--- config.mk ---
export PLATFORM = sky130hd
export DESIGN_NAME = rrsa_alu
export DESIGN_NICKNAME = d
export VERILOG_FILES = /design/src/hdl/rrsa_pkg.sv /design/src/hdl/rrsa_alu.sv
export SDC_FILE = /design/constraint.sdc
export NUM_CORES = 1
export LEC_CHECK = 0
export BUFFER_PORTS_ARGS = -buffer_cell sky130_fd_sc_hd__buf_2
export CORE_AREA = 8 8 68 70
export DETAILED_ROUTE_END_ITERATION = 8
export DIE_AREA = 0 0 76 78
export PLACE_DENSITY_LB_ADDON = 0.25
export SETUP_SLACK_MARGIN = 0.3
export SYNTH_ARGS = -nofsm -noshare
export SYNTH_HDL_FRONTEND = slang
export SYNTH_SLANG_ARGS = --single-unit
--- constraint.sdc ---
create_clock -name sys_clk -period 3 [get_ports sys_clk]
set_input_delay 0.15 -clock sys_clk [delete_from_list [all_inputs] [get_ports sys_clk]]
set_output_delay 0.15 -clock sys_clk [all_outputs]
set_load 0.02 [all_outputs]
--- src/hdl/rrsa_pkg.sv ---
/*
  package for the rotate-right / subtract-with-borrow datapath:
  operation codes, flag layout and the request/answer carriers.
  assumes an 8-bit core.
*/
package rrsa_pkg;

  localparam int unsigned DATA_W  = 8;
  localparam int unsigned NIB_W   = 4;
  localparam int unsigned MSB     = 7;
  localparam logic [7:0] WORK_RST = 8'h00;

  // flag field positions inside rrsa_flags_t
  localparam int unsigned FLG_CARRY  = 0;
  localparam int unsigned FLG_NIBBLE = 1;
  localparam int unsigned FLG_ZERO   = 2;
  localparam int unsigned FLG_WRAP   = 3;
  localparam int unsigned FLG_SIGNED = 4;
  localparam int unsigned FLG_NIL    = 5;
  localparam logic [5:0] FLAGS_RST   = 6'h00;

  typedef enum logic [2:0] {
    RRSA_OP_NOP         = 3'b000,
    RRSA_OP_ROT_WORK    = 3'b001,
    RRSA_OP_ROT_C_MEM   = 3'b010,
    RRSA_OP_ROT_C_WORK  = 3'b011,
    RRSA_OP_SUB_BORROW  = 3'b100
  } rrsa_op_t;

  typedef struct packed {
    logic extended_nil_flag;
    logic signed_result_flag;
    logic arith_wrap_flag;
    logic zero_flag;
    logic nibble_borrow_flag;
    logic carry_flag;
  } rrsa_flags_t;

  typedef struct packed {
    logic       valid;
    rrsa_op_t   op;
    logic [7:0] mem_data;
  } rrsa_req_t;

  typedef struct packed {
    logic        valid;
    logic [7:0]  work;
    rrsa_flags_t flags;
  } rrsa_load_t;

  typedef struct packed {
    logic       valid;
    logic [7:0] data;
  } rrsa_mem_wr_t;

endpackage

--- src/hdl/rrsa_alu.sv ---
/*
  datapath for the right rotates and subtract-with-borrow of an 8-bit core.
  holds the working register and the status flags; memory is outside and
  is written through the registered mem_wr answer one cycle after a request.
  assumes requests and loads are synchronous to sys_clk.
*/
`timescale 1ns/1ps
`default_nettype none

// Functional notes
// [RULE_01] Plain rotate to the working register loads bit i from memory bit i+1 and bit 7 from memory bit 0.
// [RULE_02] Plain rotate to the working register writes no memory and changes no flag.
// [RULE_03] Rotate through carry to memory writes the rotated byte back to the addressed location.
// [RULE_04] In that rotate old carry goes to bit 7, bits shift down, carry takes old bit 0, no other flag moves.
// [RULE_05] Rotate through carry to the working register takes bits from memory i+1, bit 7 from carry, carry from bit 0.
// [RULE_06] Rotate through carry to the working register leaves memory alone and moves only carry.
// [RULE_07] Subtract with borrow stores work minus memory minus inverted carry in the working register only.
// [RULE_08] After subtract with borrow carry is 0 on a negative result and 1 on zero or positive.
// [RULE_09] Subtract with borrow updates wrap, zero, nibble borrow, carry, signed and extended nil flags.
module rrsa_alu (
  input  wire logic                  sys_clk,
  input  wire logic                  rst,
  input  wire logic                  clk_en,
  input  wire rrsa_pkg::rrsa_req_t   req,
  input  wire rrsa_pkg::rrsa_load_t  load,
  output var  logic [7:0]            work_reg,
  output var  rrsa_pkg::rrsa_flags_t flags,
  output var  rrsa_pkg::rrsa_mem_wr_t mem_wr
);
  import rrsa_pkg::*;

  // ==========================================================
  // operand decode
  logic             take;
  logic [7:0]       m;
  logic             c_in;
  logic [8:0]       diff;
  logic [4:0]       nib;
  logic [7:0]       sub_res;
  logic             sub_wrap;
  logic [7:0]       next_work;
  rrsa_flags_t      next_flags;
  logic [7:0]       rot_plain;
  logic [7:0]       rot_carry;

  // a load from the core wins over a request in the same cycle
  assign take = req.valid && !load.valid;
  assign m    = req.mem_data;
  assign c_in = flags.carry_flag;

  assign rot_plain = {m[0], m[MSB:1]};                          // RULE_01
  assign rot_carry = {c_in, m[MSB:1]};                          // RULE_04

  // nine bits so the top bit is the borrow out of bit 7
  assign diff    = {1'b0, work_reg} - {1'b0, m} - {8'h00, ~c_in}; // RULE_07
  assign nib     = {1'b0, work_reg[NIB_W-1:0]} - {1'b0, m[NIB_W-1:0]}
                   - {4'h0, ~c_in};
  assign sub_res = diff[DATA_W-1:0];
  assign sub_wrap = (work_reg[MSB] ^ m[MSB]) & (work_reg[MSB] ^ sub_res[MSB]);

  // ==========================================================
  // result select
  always_comb begin
    next_work  = work_reg;
    next_flags = flags;
    if (take) begin
      unique case (req.op)
        RRSA_OP_ROT_WORK: begin
          next_work = rot_plain;                                // RULE_01 RULE_02
        end
        RRSA_OP_ROT_C_MEM: begin
          next_flags.carry_flag = m[0];                         // RULE_04
        end
        RRSA_OP_ROT_C_WORK: begin
          next_work             = rot_carry;                    // RULE_05
          next_flags.carry_flag = m[0];                         // RULE_06
        end
        RRSA_OP_SUB_BORROW: begin
          next_work                     = sub_res;              // RULE_07
          next_flags.carry_flag         = ~diff[DATA_W];        // RULE_08
          next_flags.nibble_borrow_flag = ~nib[NIB_W];          // RULE_09
          next_flags.zero_flag          = (sub_res == 8'h00);
          next_flags.arith_wrap_flag    = sub_wrap;
          next_flags.signed_result_flag = sub_wrap ^ sub_res[MSB];
          // nil chains across multi-byte subtracts: stays set only if
          // every byte so far came out zero
          next_flags.extended_nil_flag  = (sub_res == 8'h00)
                                          & flags.extended_nil_flag;
        end
        default: begin
        end
      endcase
    end else if (load.valid) begin
      next_work  = load.work;
      next_flags = load.flags;
    end
  end

  // ==========================================================
  // working register and flags
  always_ff @(posedge sys_clk) begin
    if (rst) begin
      work_reg <= WORK_RST;
      flags    <= FLAGS_RST;
    end else if (clk_en) begin
      work_reg <= next_work;
      flags    <= next_flags;
    end
  end

  // ==========================================================
  // memory write-back, only the memory-destination rotate writes
  always_ff @(posedge sys_clk) begin
    if (rst) begin
      mem_wr <= '0;
    end else if (clk_en) begin
      mem_wr.valid <= take && (req.op == RRSA_OP_ROT_C_MEM);    // RULE_03
      mem_wr.data  <= rot_carry;                                // RULE_03
    end
  end
endmodule
`default_nettype wire

## After elaboration in Yosys (flattened, before gate mapping)

Index checks and enable logic that the tools add are counted.
Widths: inputs -> output; s select.

- Word-level logic and storage cells: 44
- Bits in registers: 23
- Output and inout bits: 23
- Bits of input ports: 30

- Multiplexer cells: 7
- Reductions and logical operators: 9
- Eq/ne operators: 7
- Add/sub/neg operators: 4
- Bitwise gates (word level): 8

Operators with widths:

| kind | number |
|---|---|
| $pmux 8 s3 | 1 |
| $mux 8 | 2 |
| $mux 6 | 2 |
| $reduce_and 3->1 | 3 |
| $sub 8x8->9 | 1 |
| $sub 9x1->9 | 1 |
| $logic_not 8->1 | 1 |
| $eq 3x2->1 const B | 2 |
| $mux 5 | 1 |
| $sub 4x4->5 | 1 |
| $sub 5x1->5 | 1 |
| $ne 4x1->1 const B | 1 |
| $eq 3x1->1 const B | 1 |
| $eq 3x3->1 const B | 1 |
| $ne 3x2->1 const B | 1 |
| $not 1->1 | 3 |
| $xor 1x1->1 | 3 |
| $and 1x1->1 | 2 |
| $logic_and 1x1->1 | 2 |
| $ne 2x1->1 const B | 1 |
| $pmux 1 s2 | 1 |
| $reduce_bool 2->1 | 1 |
| $reduce_or 2->1 | 1 |
| $logic_not 1->1 | 1 |

## Longest topological paths before layout

Gate-level depths: netlist (run 1).

- Depth after elaboration: 7
- Depth in mapped cells: 9
- Gate-level depth less buffers: 9

## Worst setup path before layout (run 1)

Ideal clock, no wire load.

- Kind: register to register
- Start point: reg work_reg[0]
- End point: reg flags[2] in the netlist's numbering
- Data arrival time: 2.268 ns
- Path buffers: 0
- Clock period less this slack: 2.355 ns
- Library setup time: 0.087 ns
- Slack: 0.645 ns
- Cell stages (with the launch flop): 10
- Cell sequence: dfxtp_1 inv_1 fa_1 inv_1 ha_1 o21a_1 o21ai_0 a31oi_1 and2_1 o31ai_1

- Cells in the longest elaborated chain, start to end: 5

Ends and longest elaborated chain:

| what | line | text |
|---|---|---|
| start: declaration | rrsa_alu.sv:26 | `output var logic [7:0] work_reg,` |
| start signal: assignment | rrsa_alu.sv:106 | `work_reg <= next_work;` |
| $sub 8x8->9 | rrsa_alu.sv:55 | `assign diff = {1'b0, work_reg} - {1'b0, m} - {8'h00, ~c_in};` |
| $sub 9x1->9 | rrsa_alu.sv:55 |  |
| $logic_not 8->1 | rrsa_alu.sv:82 | `next_flags.zero_flag = (sub_res == 8'h00);` |
| $mux 5 | rrsa_alu.sv:67 | `unique case (req.op)` |
| $mux 6 | rrsa_alu.sv:66 | `if (take) begin` |
| end signal: assignment | rrsa_alu.sv:107 | `flags <= next_flags;` |
| end: declaration | rrsa_alu.sv:27 | `output var rrsa_pkg::rrsa_flags_t flags,` |

Every way passes these cells. The select of a mux whose other input is x is not followed.
A chain may end at the register's enable or synchronous reset.

## Worst setup path in the final report (run 1)

- Start point: reg work_reg[7]
- End point: reg work_reg[7]

- Cells in the longest elaborated chain, start to end: 4

Ends and longest elaborated chain:

| what | line |
|---|---|
| $sub 8x8->9 | rrsa_alu.sv:55 |
| $sub 9x1->9 | rrsa_alu.sv:55 |
| $pmux 8 s3 | rrsa_alu.sv:67 |
| $mux 8 | rrsa_alu.sv:66 |

Every way passes these cells.

==> results of run 1 <==
-- critical path: stages (launching register included) --
cell and delay, ns:
dfxtp_1 0.42, inv_1 0.10, ha_1 0.33, inv_1 0.08
ha_1 0.38, inv_1 0.09, and3_1 0.15, a31oi_1 0.29
a31oi_1 0.17, a2111oi_2 0.31
-- how the worst min path moves through the flow --
stage / to / slack, ns / depth (start not counted)
after floorplan: mem_wr[0] / 0.30 / 2
after global placement: mem_wr[3] / 0.42 / 3
after detailed placement: work_reg[2] / 0.43 / 3
after CTS: work_reg[2] / 0.09 / 3
after global routing: work_reg[2] / 0.09 / 3
final: work_reg[2] / 0.1 / 3
-- metrics by stage --
| step | power [mW] | instances |
|---|---|---|
| 2_1_floorplan | 0.608 | 216 |
| 3_3_place_gp | 0.698 | 306 |
| 3_5_place_dp | 0.701 | 306 |
| 4_1_cts | 0.851 | 310 |
| 5_1_grt | 0.910 | 310 |
| 6_report | 0.848 | 310 |
-- cell families (layout without fill, tap and decap cells) --
family,after synthesis,after routing,synth area share (%)
xor+xnor,6,6,2.94
mux,8,8,4.48
buf+inv,34,80,8.05
flops,23,23,25.8
fa+ha+maj,16,16,12.0
compound gates,58,58,25.6
simple gates,71,71,21.1
-- cell usage after synthesis, types with 5 or more instances --
cell	count
nand2_1	13
dfxtp_1	23
xnor2_1	5
mux2i_1	8
clkbuf_1	5
inv_1	23
a211oi_1	5
a21oi_1	10
nor2_1	23
nand3_1	7
or3_1	5
ha_1	14
-- power breakdown --
group | switching (mW) | total [mW] | internal, mW
Combinational | 0.216 | 0.363 | 0.147
Clock | 0.0980 | 0.148 | 0.0499
Sequential | 0.0125 | 0.337 | 0.325
-- final cells by class --
| type | count | area [um2] |
|---|---|---|
| clock buffers | 3 | 22.5 |
| clock inverters | 1 | 5.00 |
| fillers | 343 | 1470 |
| inverters | 23 | 86.3 |
| multi-input cells | 159 | 1180 |
| flip-flops and latches | 23 | 460 |
| well taps | 48 | 60.1 |
| repair buffers | 53 | 268 |
-- metal layers --
layer	vias to the layer above	GRT usage, %	routed length (um)
met4	0	3.73	68
met5	-	0	0
li1	871	-	-
met2	72	29.0	2250
met1	824	19.6	2280
met3	6	4.95	367
==> run_results.csv, run 1 <==
group,metric,value,unit
floorplanning,die_x,76,um
layout,areaGrowthSynthToFinish,16.7,%
floorplanning,die_h,78,um
floorplanning,rows,22,
clock_tree,clk_latency,0.32,ns
detailed_routing,routedWlPerCell,16.0,um
clock_tree,cts_buffers,3,
synthesis,yosys_warnings,0,
synthesis,avgSynthCellArea,8.28,um2
clock_tree,post_cts_resized,0,
sta,fin_skew,0.00806,ns
floorplanning,pin_count,53,
global_route,overflow,0,
clock_tree,clock-root-buffer,"clkbuf_4",
layout,nets,309,
placement,gp_congestion,0.917,
synthesis,syn_nets,262,
setup_path,crit_start,"work_reg[7]",
sta,fin_crit_sh,80.9,%
sta,fmax,412,MHz
detailed_routing,antenna_left,0,
sta,hold_viol,0,
setup_path,arrival,2.66,ns
clock_tree,postCtsSetupRepairBufs,0,
synthesis,synth_top_cell_by_area,"dfxtp_1",
detailed_routing,routed_wl,4970,um
global_route,grt_pass1_wl,8410,um
placement,io_buffer_count,52,
floorplanning,start_util,50.4,%
worst_hold_path,hold_class,"input pin to flop",
setup_path,cp-start-kind,"flop",
synthesis,yosysSeqAreaShare,25.8,%
worst_hold_path,min_from,"load[8]",
synthesis,synth_area,1790,um2
pwr,power_density,407,nW/um2
layout,n_antenna_cell,0,
detailed_routing,first_iter_violations,131,
placement,place_area,2060,um2
synthesis,ys_types,55,
synthesis,synth_edf_count,0,
layout,fin_util,58.7,%
layout,postLayoutCellArea,2090,um2
setup_path,r2r-end,"work_reg[7]",
global_route,grt_usage,16.7,%
detailed_routing,vias_per_cell,5.72,
synthesis,async_flop_share,0,%
synthesis,ys_ff_latch,23,
floorplanning,core-area,3550,um2
setup_path,worstPathMaxFanout,5,
run,maxCapViolCount,0,
clock_tree,clock-sinks,23,
synthesis,synth_top_flop_cell,"dfxtp_1",
clock_tree,cts_hold_buf,0,
detailed_routing,vias,1773,
setup_path,rrSetupSlack,0.57,ns
floorplanning,dieArea,5930,um2
synthesis,synth_area_leaders,"dfxtp_1 (26%), ha_1 (9.8%), inv_1 (4.8%)",
setup_path,critPathRequiredTime,3.23,ns
sta,setup_viol,0,
setup_path,critPathKind,"flop to flop",
global_route,antenna_found_initial,0,
sta,fin_tns_setup,0,ns
clock_tree,clk_pin_slew,0.14,ns
layout,largest_register_ffs,9,
layout,mostFrequentLayoutCell,"buf_2",
sta,hold_slack,0.0981,ns
status,outcome,"finished, final reports clean",
sta,rsz0062_at_grt,"no",
setup_path,r2r_cells,9,
detailed_routing,drc,0,
layout,drive_gt1_share,26.0,%
placement,hpwl,3830,um
synthesis,synth_top_area_share,25.8,%
sta,tightest_slew,0.682,ns
setup_path,rr_startpoint,"work_reg[7]",
sta,timing.final.crit_period,2.43,ns
detailed_routing,firstDrtPassIters,4,
layout,final_cell_mix,"buf_2 (52), inv_1 (23), nor2_1 (23), dfxtp_1 (23), ha_1 (14)",
global_route,grt_pass1_vias,1795,
sta,worst_slack,0.573,ns
placement,place_ws,0.610,ns
clock_tree,cts_tree,"built",
pwr,vdd_ir_drop_max,271,uV
synthesis,synth_cells,216,
setup_path,cp-end-kind,"flop",
setup_path,cp-endpoint,"work_reg[7]",
sta,final-max-slew-violation-count,0,
clock_tree,cts_buffer_depth,2,
clock_tree,htreeDepth,1,
global_route,grt_max_degree,28,
sta,timing.slew.headroom,54.5,%
pwr,p_leak,0.975,nW
Power figures use the tool's default switching activity.
==> run 2: changes to the inputs <==
--- a/config.mk
+++ b/config.mk
@@ -6,9 +6,9 @@
 export NUM_CORES = 1
 export LEC_CHECK = 0
 export BUFFER_PORTS_ARGS = -buffer_cell sky130_fd_sc_hd__buf_2
-export CORE_AREA = 8 8 68 70
+export CORE_AREA = 8 8 71 73
 export DETAILED_ROUTE_END_ITERATION = 8
-export DIE_AREA = 0 0 76 78
+export DIE_AREA = 0 0 79 81
 export PLACE_DENSITY_LB_ADDON = 0.25
 export SETUP_SLACK_MARGIN = 0.3
 export SYNTH_ARGS = -nofsm -noshare
==> constraint.sdc (replaced) <==
create_clock -name sys_clk -period 2.1 [get_ports sys_clk]
set_input_delay 0.105 -clock sys_clk [delete_from_list [all_inputs] [get_ports sys_clk]]
set_output_delay 0.105 -clock sys_clk [all_outputs]
set_load 0.02 [all_outputs]
==> run_results.csv, run 2 (synthesis gave the netlist of run 1 again) <==
group,metric,value,unit
status,outcome,"finished, violations left",
status,violations,"negative setup slack",
setup_path,arrival,2.60,ns
clock_tree,clock-sinks,23,
floorplanning,die_h,81,um
run,maxCapViolCount,0,
global_route,grt_max_degree,19,
detailed_routing,antenna_left,0,
setup_path,worstPathMaxFanout,3,
floorplanning,pin_count,53,
layout,mostFrequentLayoutCell,"buf_2",
layout,drive_gt1_share,47.0,%
global_route,grt_pass1_wl,9560,um
global_route,antenna_found_initial,0,
sta,fin_skew,0.00217,ns
placement,place_area,2370,um2
sta,timing.slew.headroom,61.6,%
layout,postLayoutCellArea,2570,um2
detailed_routing,routedWlPerCell,16.8,um
layout,nets,343,
clock_tree,cts_hold_buf,0,
placement,hpwl,4450,um
setup_path,critPathKind,"flop to flop",
worst_hold_path,hold_class,"input pin to flop",
sta,setup_viol,8,
pwr,power_density,613,nW/um2
clock_tree,cts_buffers,3,
clock_tree,htreeDepth,1,
global_route,grt_usage,18.4,%
clock_tree,cts_tree,"built",
sta,worst_slack,-0.307,ns
detailed_routing,firstDrtPassIters,4,
placement,gp_congestion,0.880,
placement,io_buffer_count,52,
floorplanning,rows,23,
detailed_routing,vias,1930,
sta,hold_viol,0,
detailed_routing,first_iter_violations,89,
sta,final-max-slew-violation-count,0,
setup_path,cp-end-kind,"flop",
sta,tightest_slew,0.574,ns
setup_path,cp-start-kind,"flop",
global_route,grt_pass1_vias,2006,
floorplanning,dieArea,6400,um2
clock_tree,clk_latency,0.27,ns
layout,n_antenna_cell,0,
detailed_routing,drc,0,
layout,largest_register_ffs,9,
layout,areaGrowthSynthToFinish,44.0,%
floorplanning,die_x,79,um
sta,rsz0062_at_grt,"yes",
detailed_routing,routed_wl,5820,um
floorplanning,core-area,3910,um2
setup_path,critPathRequiredTime,2.29,ns
clock_tree,cts_buffer_depth,2,
clock_tree,clock-root-buffer,"clkbuf_8",
floorplanning,start_util,45.7,%
clock_tree,clk_pin_slew,0.09,ns
sta,hold_slack,0.102,ns
layout,final_cell_mix,"buf_2 (52), buf_4 (31), nor2_1 (23)",
pwr,vdd_ir_drop_max,365,uV
sta,timing.final.crit_period,2.41,ns
global_route,overflow,0,
pwr,p_leak,1.19,nW
sta,fin_crit_sh,115,%
detailed_routing,vias_per_cell,5.58,
sta,fmax,415,MHz
[run 2: changes by cell type in the layout (fill, tap and decap cells not counted), moves of 4 or more]
cell     change
buf_4       +30
dfxtp_1      -6
inv_1        -5
inv_2        +5
buf_6        +4
[run 2: stage by stage]
step	instances	util [%]	setup TNS, ns	power [mW]	setup WS (ns)
6_report	346	65.8	-1.77	1.58	-0.307
5_1_grt	346	65.8	-2.51	1.67	-0.397
4_1_cts	346	63.8	-1.63	1.52	-0.279
3_5_place_dp	340	60.6	-1.50	1.17	-0.263
3_3_place_gp	340	60.6	-1.03	1.16	-0.235
2_1_floorplan	216	-	-0.460	0.908	-0.121
[run 2: report_power, final]
| part | internal, mW | switching [mW] | total [mW] | leakage (nW) |
|---|---|---|---|---|
| Sequential | 0.463 | 0.0154 | 0.479 | 0.192 |
| Clock | 0.136 | 0.157 | 0.293 | 0.0228 |
| Combinational | 0.395 | 0.413 | 0.807 | 0.972 |
| Total | 0.994 | 0.585 | 1.58 | 1.19 |
[run 2: final cells by class]
class	count	area, um2
multi-input combinational	159	1370
tap	50	62.6
fill	342	1340
inverter	23	86.3
timing repair buffer	87	538
sequential	23	475
clock buffer	4	45.0
[run 2: repair_timing]
action / 4_1_cts / 5_1_grt
endpoints found under the setup margin: 13 / 14
buffers inserted: 2 / 0
gates resized for setup: 13 / 15
pin swaps: 12 / 21
[run 2: worst paths after layout]
path                    start     endpoint  slack, ns  cells after the start
setup / recovery  work_reg[0]     flags[5]      -0.31                     10
hold / removal        load[8]  work_reg[2]       0.10                      3
setup reg to reg  work_reg[0]     flags[5]      -0.31                     10
hold reg to reg     mem_wr[8]    mem_wr[8]       0.47                      2
[run 2: worst max-delay path, cell delays in order (launching register included)]
cell and delay [ns]:
dfxtp_4 0.36, inv_2 0.04, fa_2 0.54, inv_2 0.05, ha_4 0.15, o21a_4 0.23, o311ai_4 0.35, xnor2_2 0.12
buf_4 0.14, a21o_1 0.17, o31ai_1 0.18
[run 2: metal layers]
layer  wire, um  track usage, %
met3        345            3.42
met2       2780            32.3
met5          0               0
met4         95            5.37
met1       2600            22.4
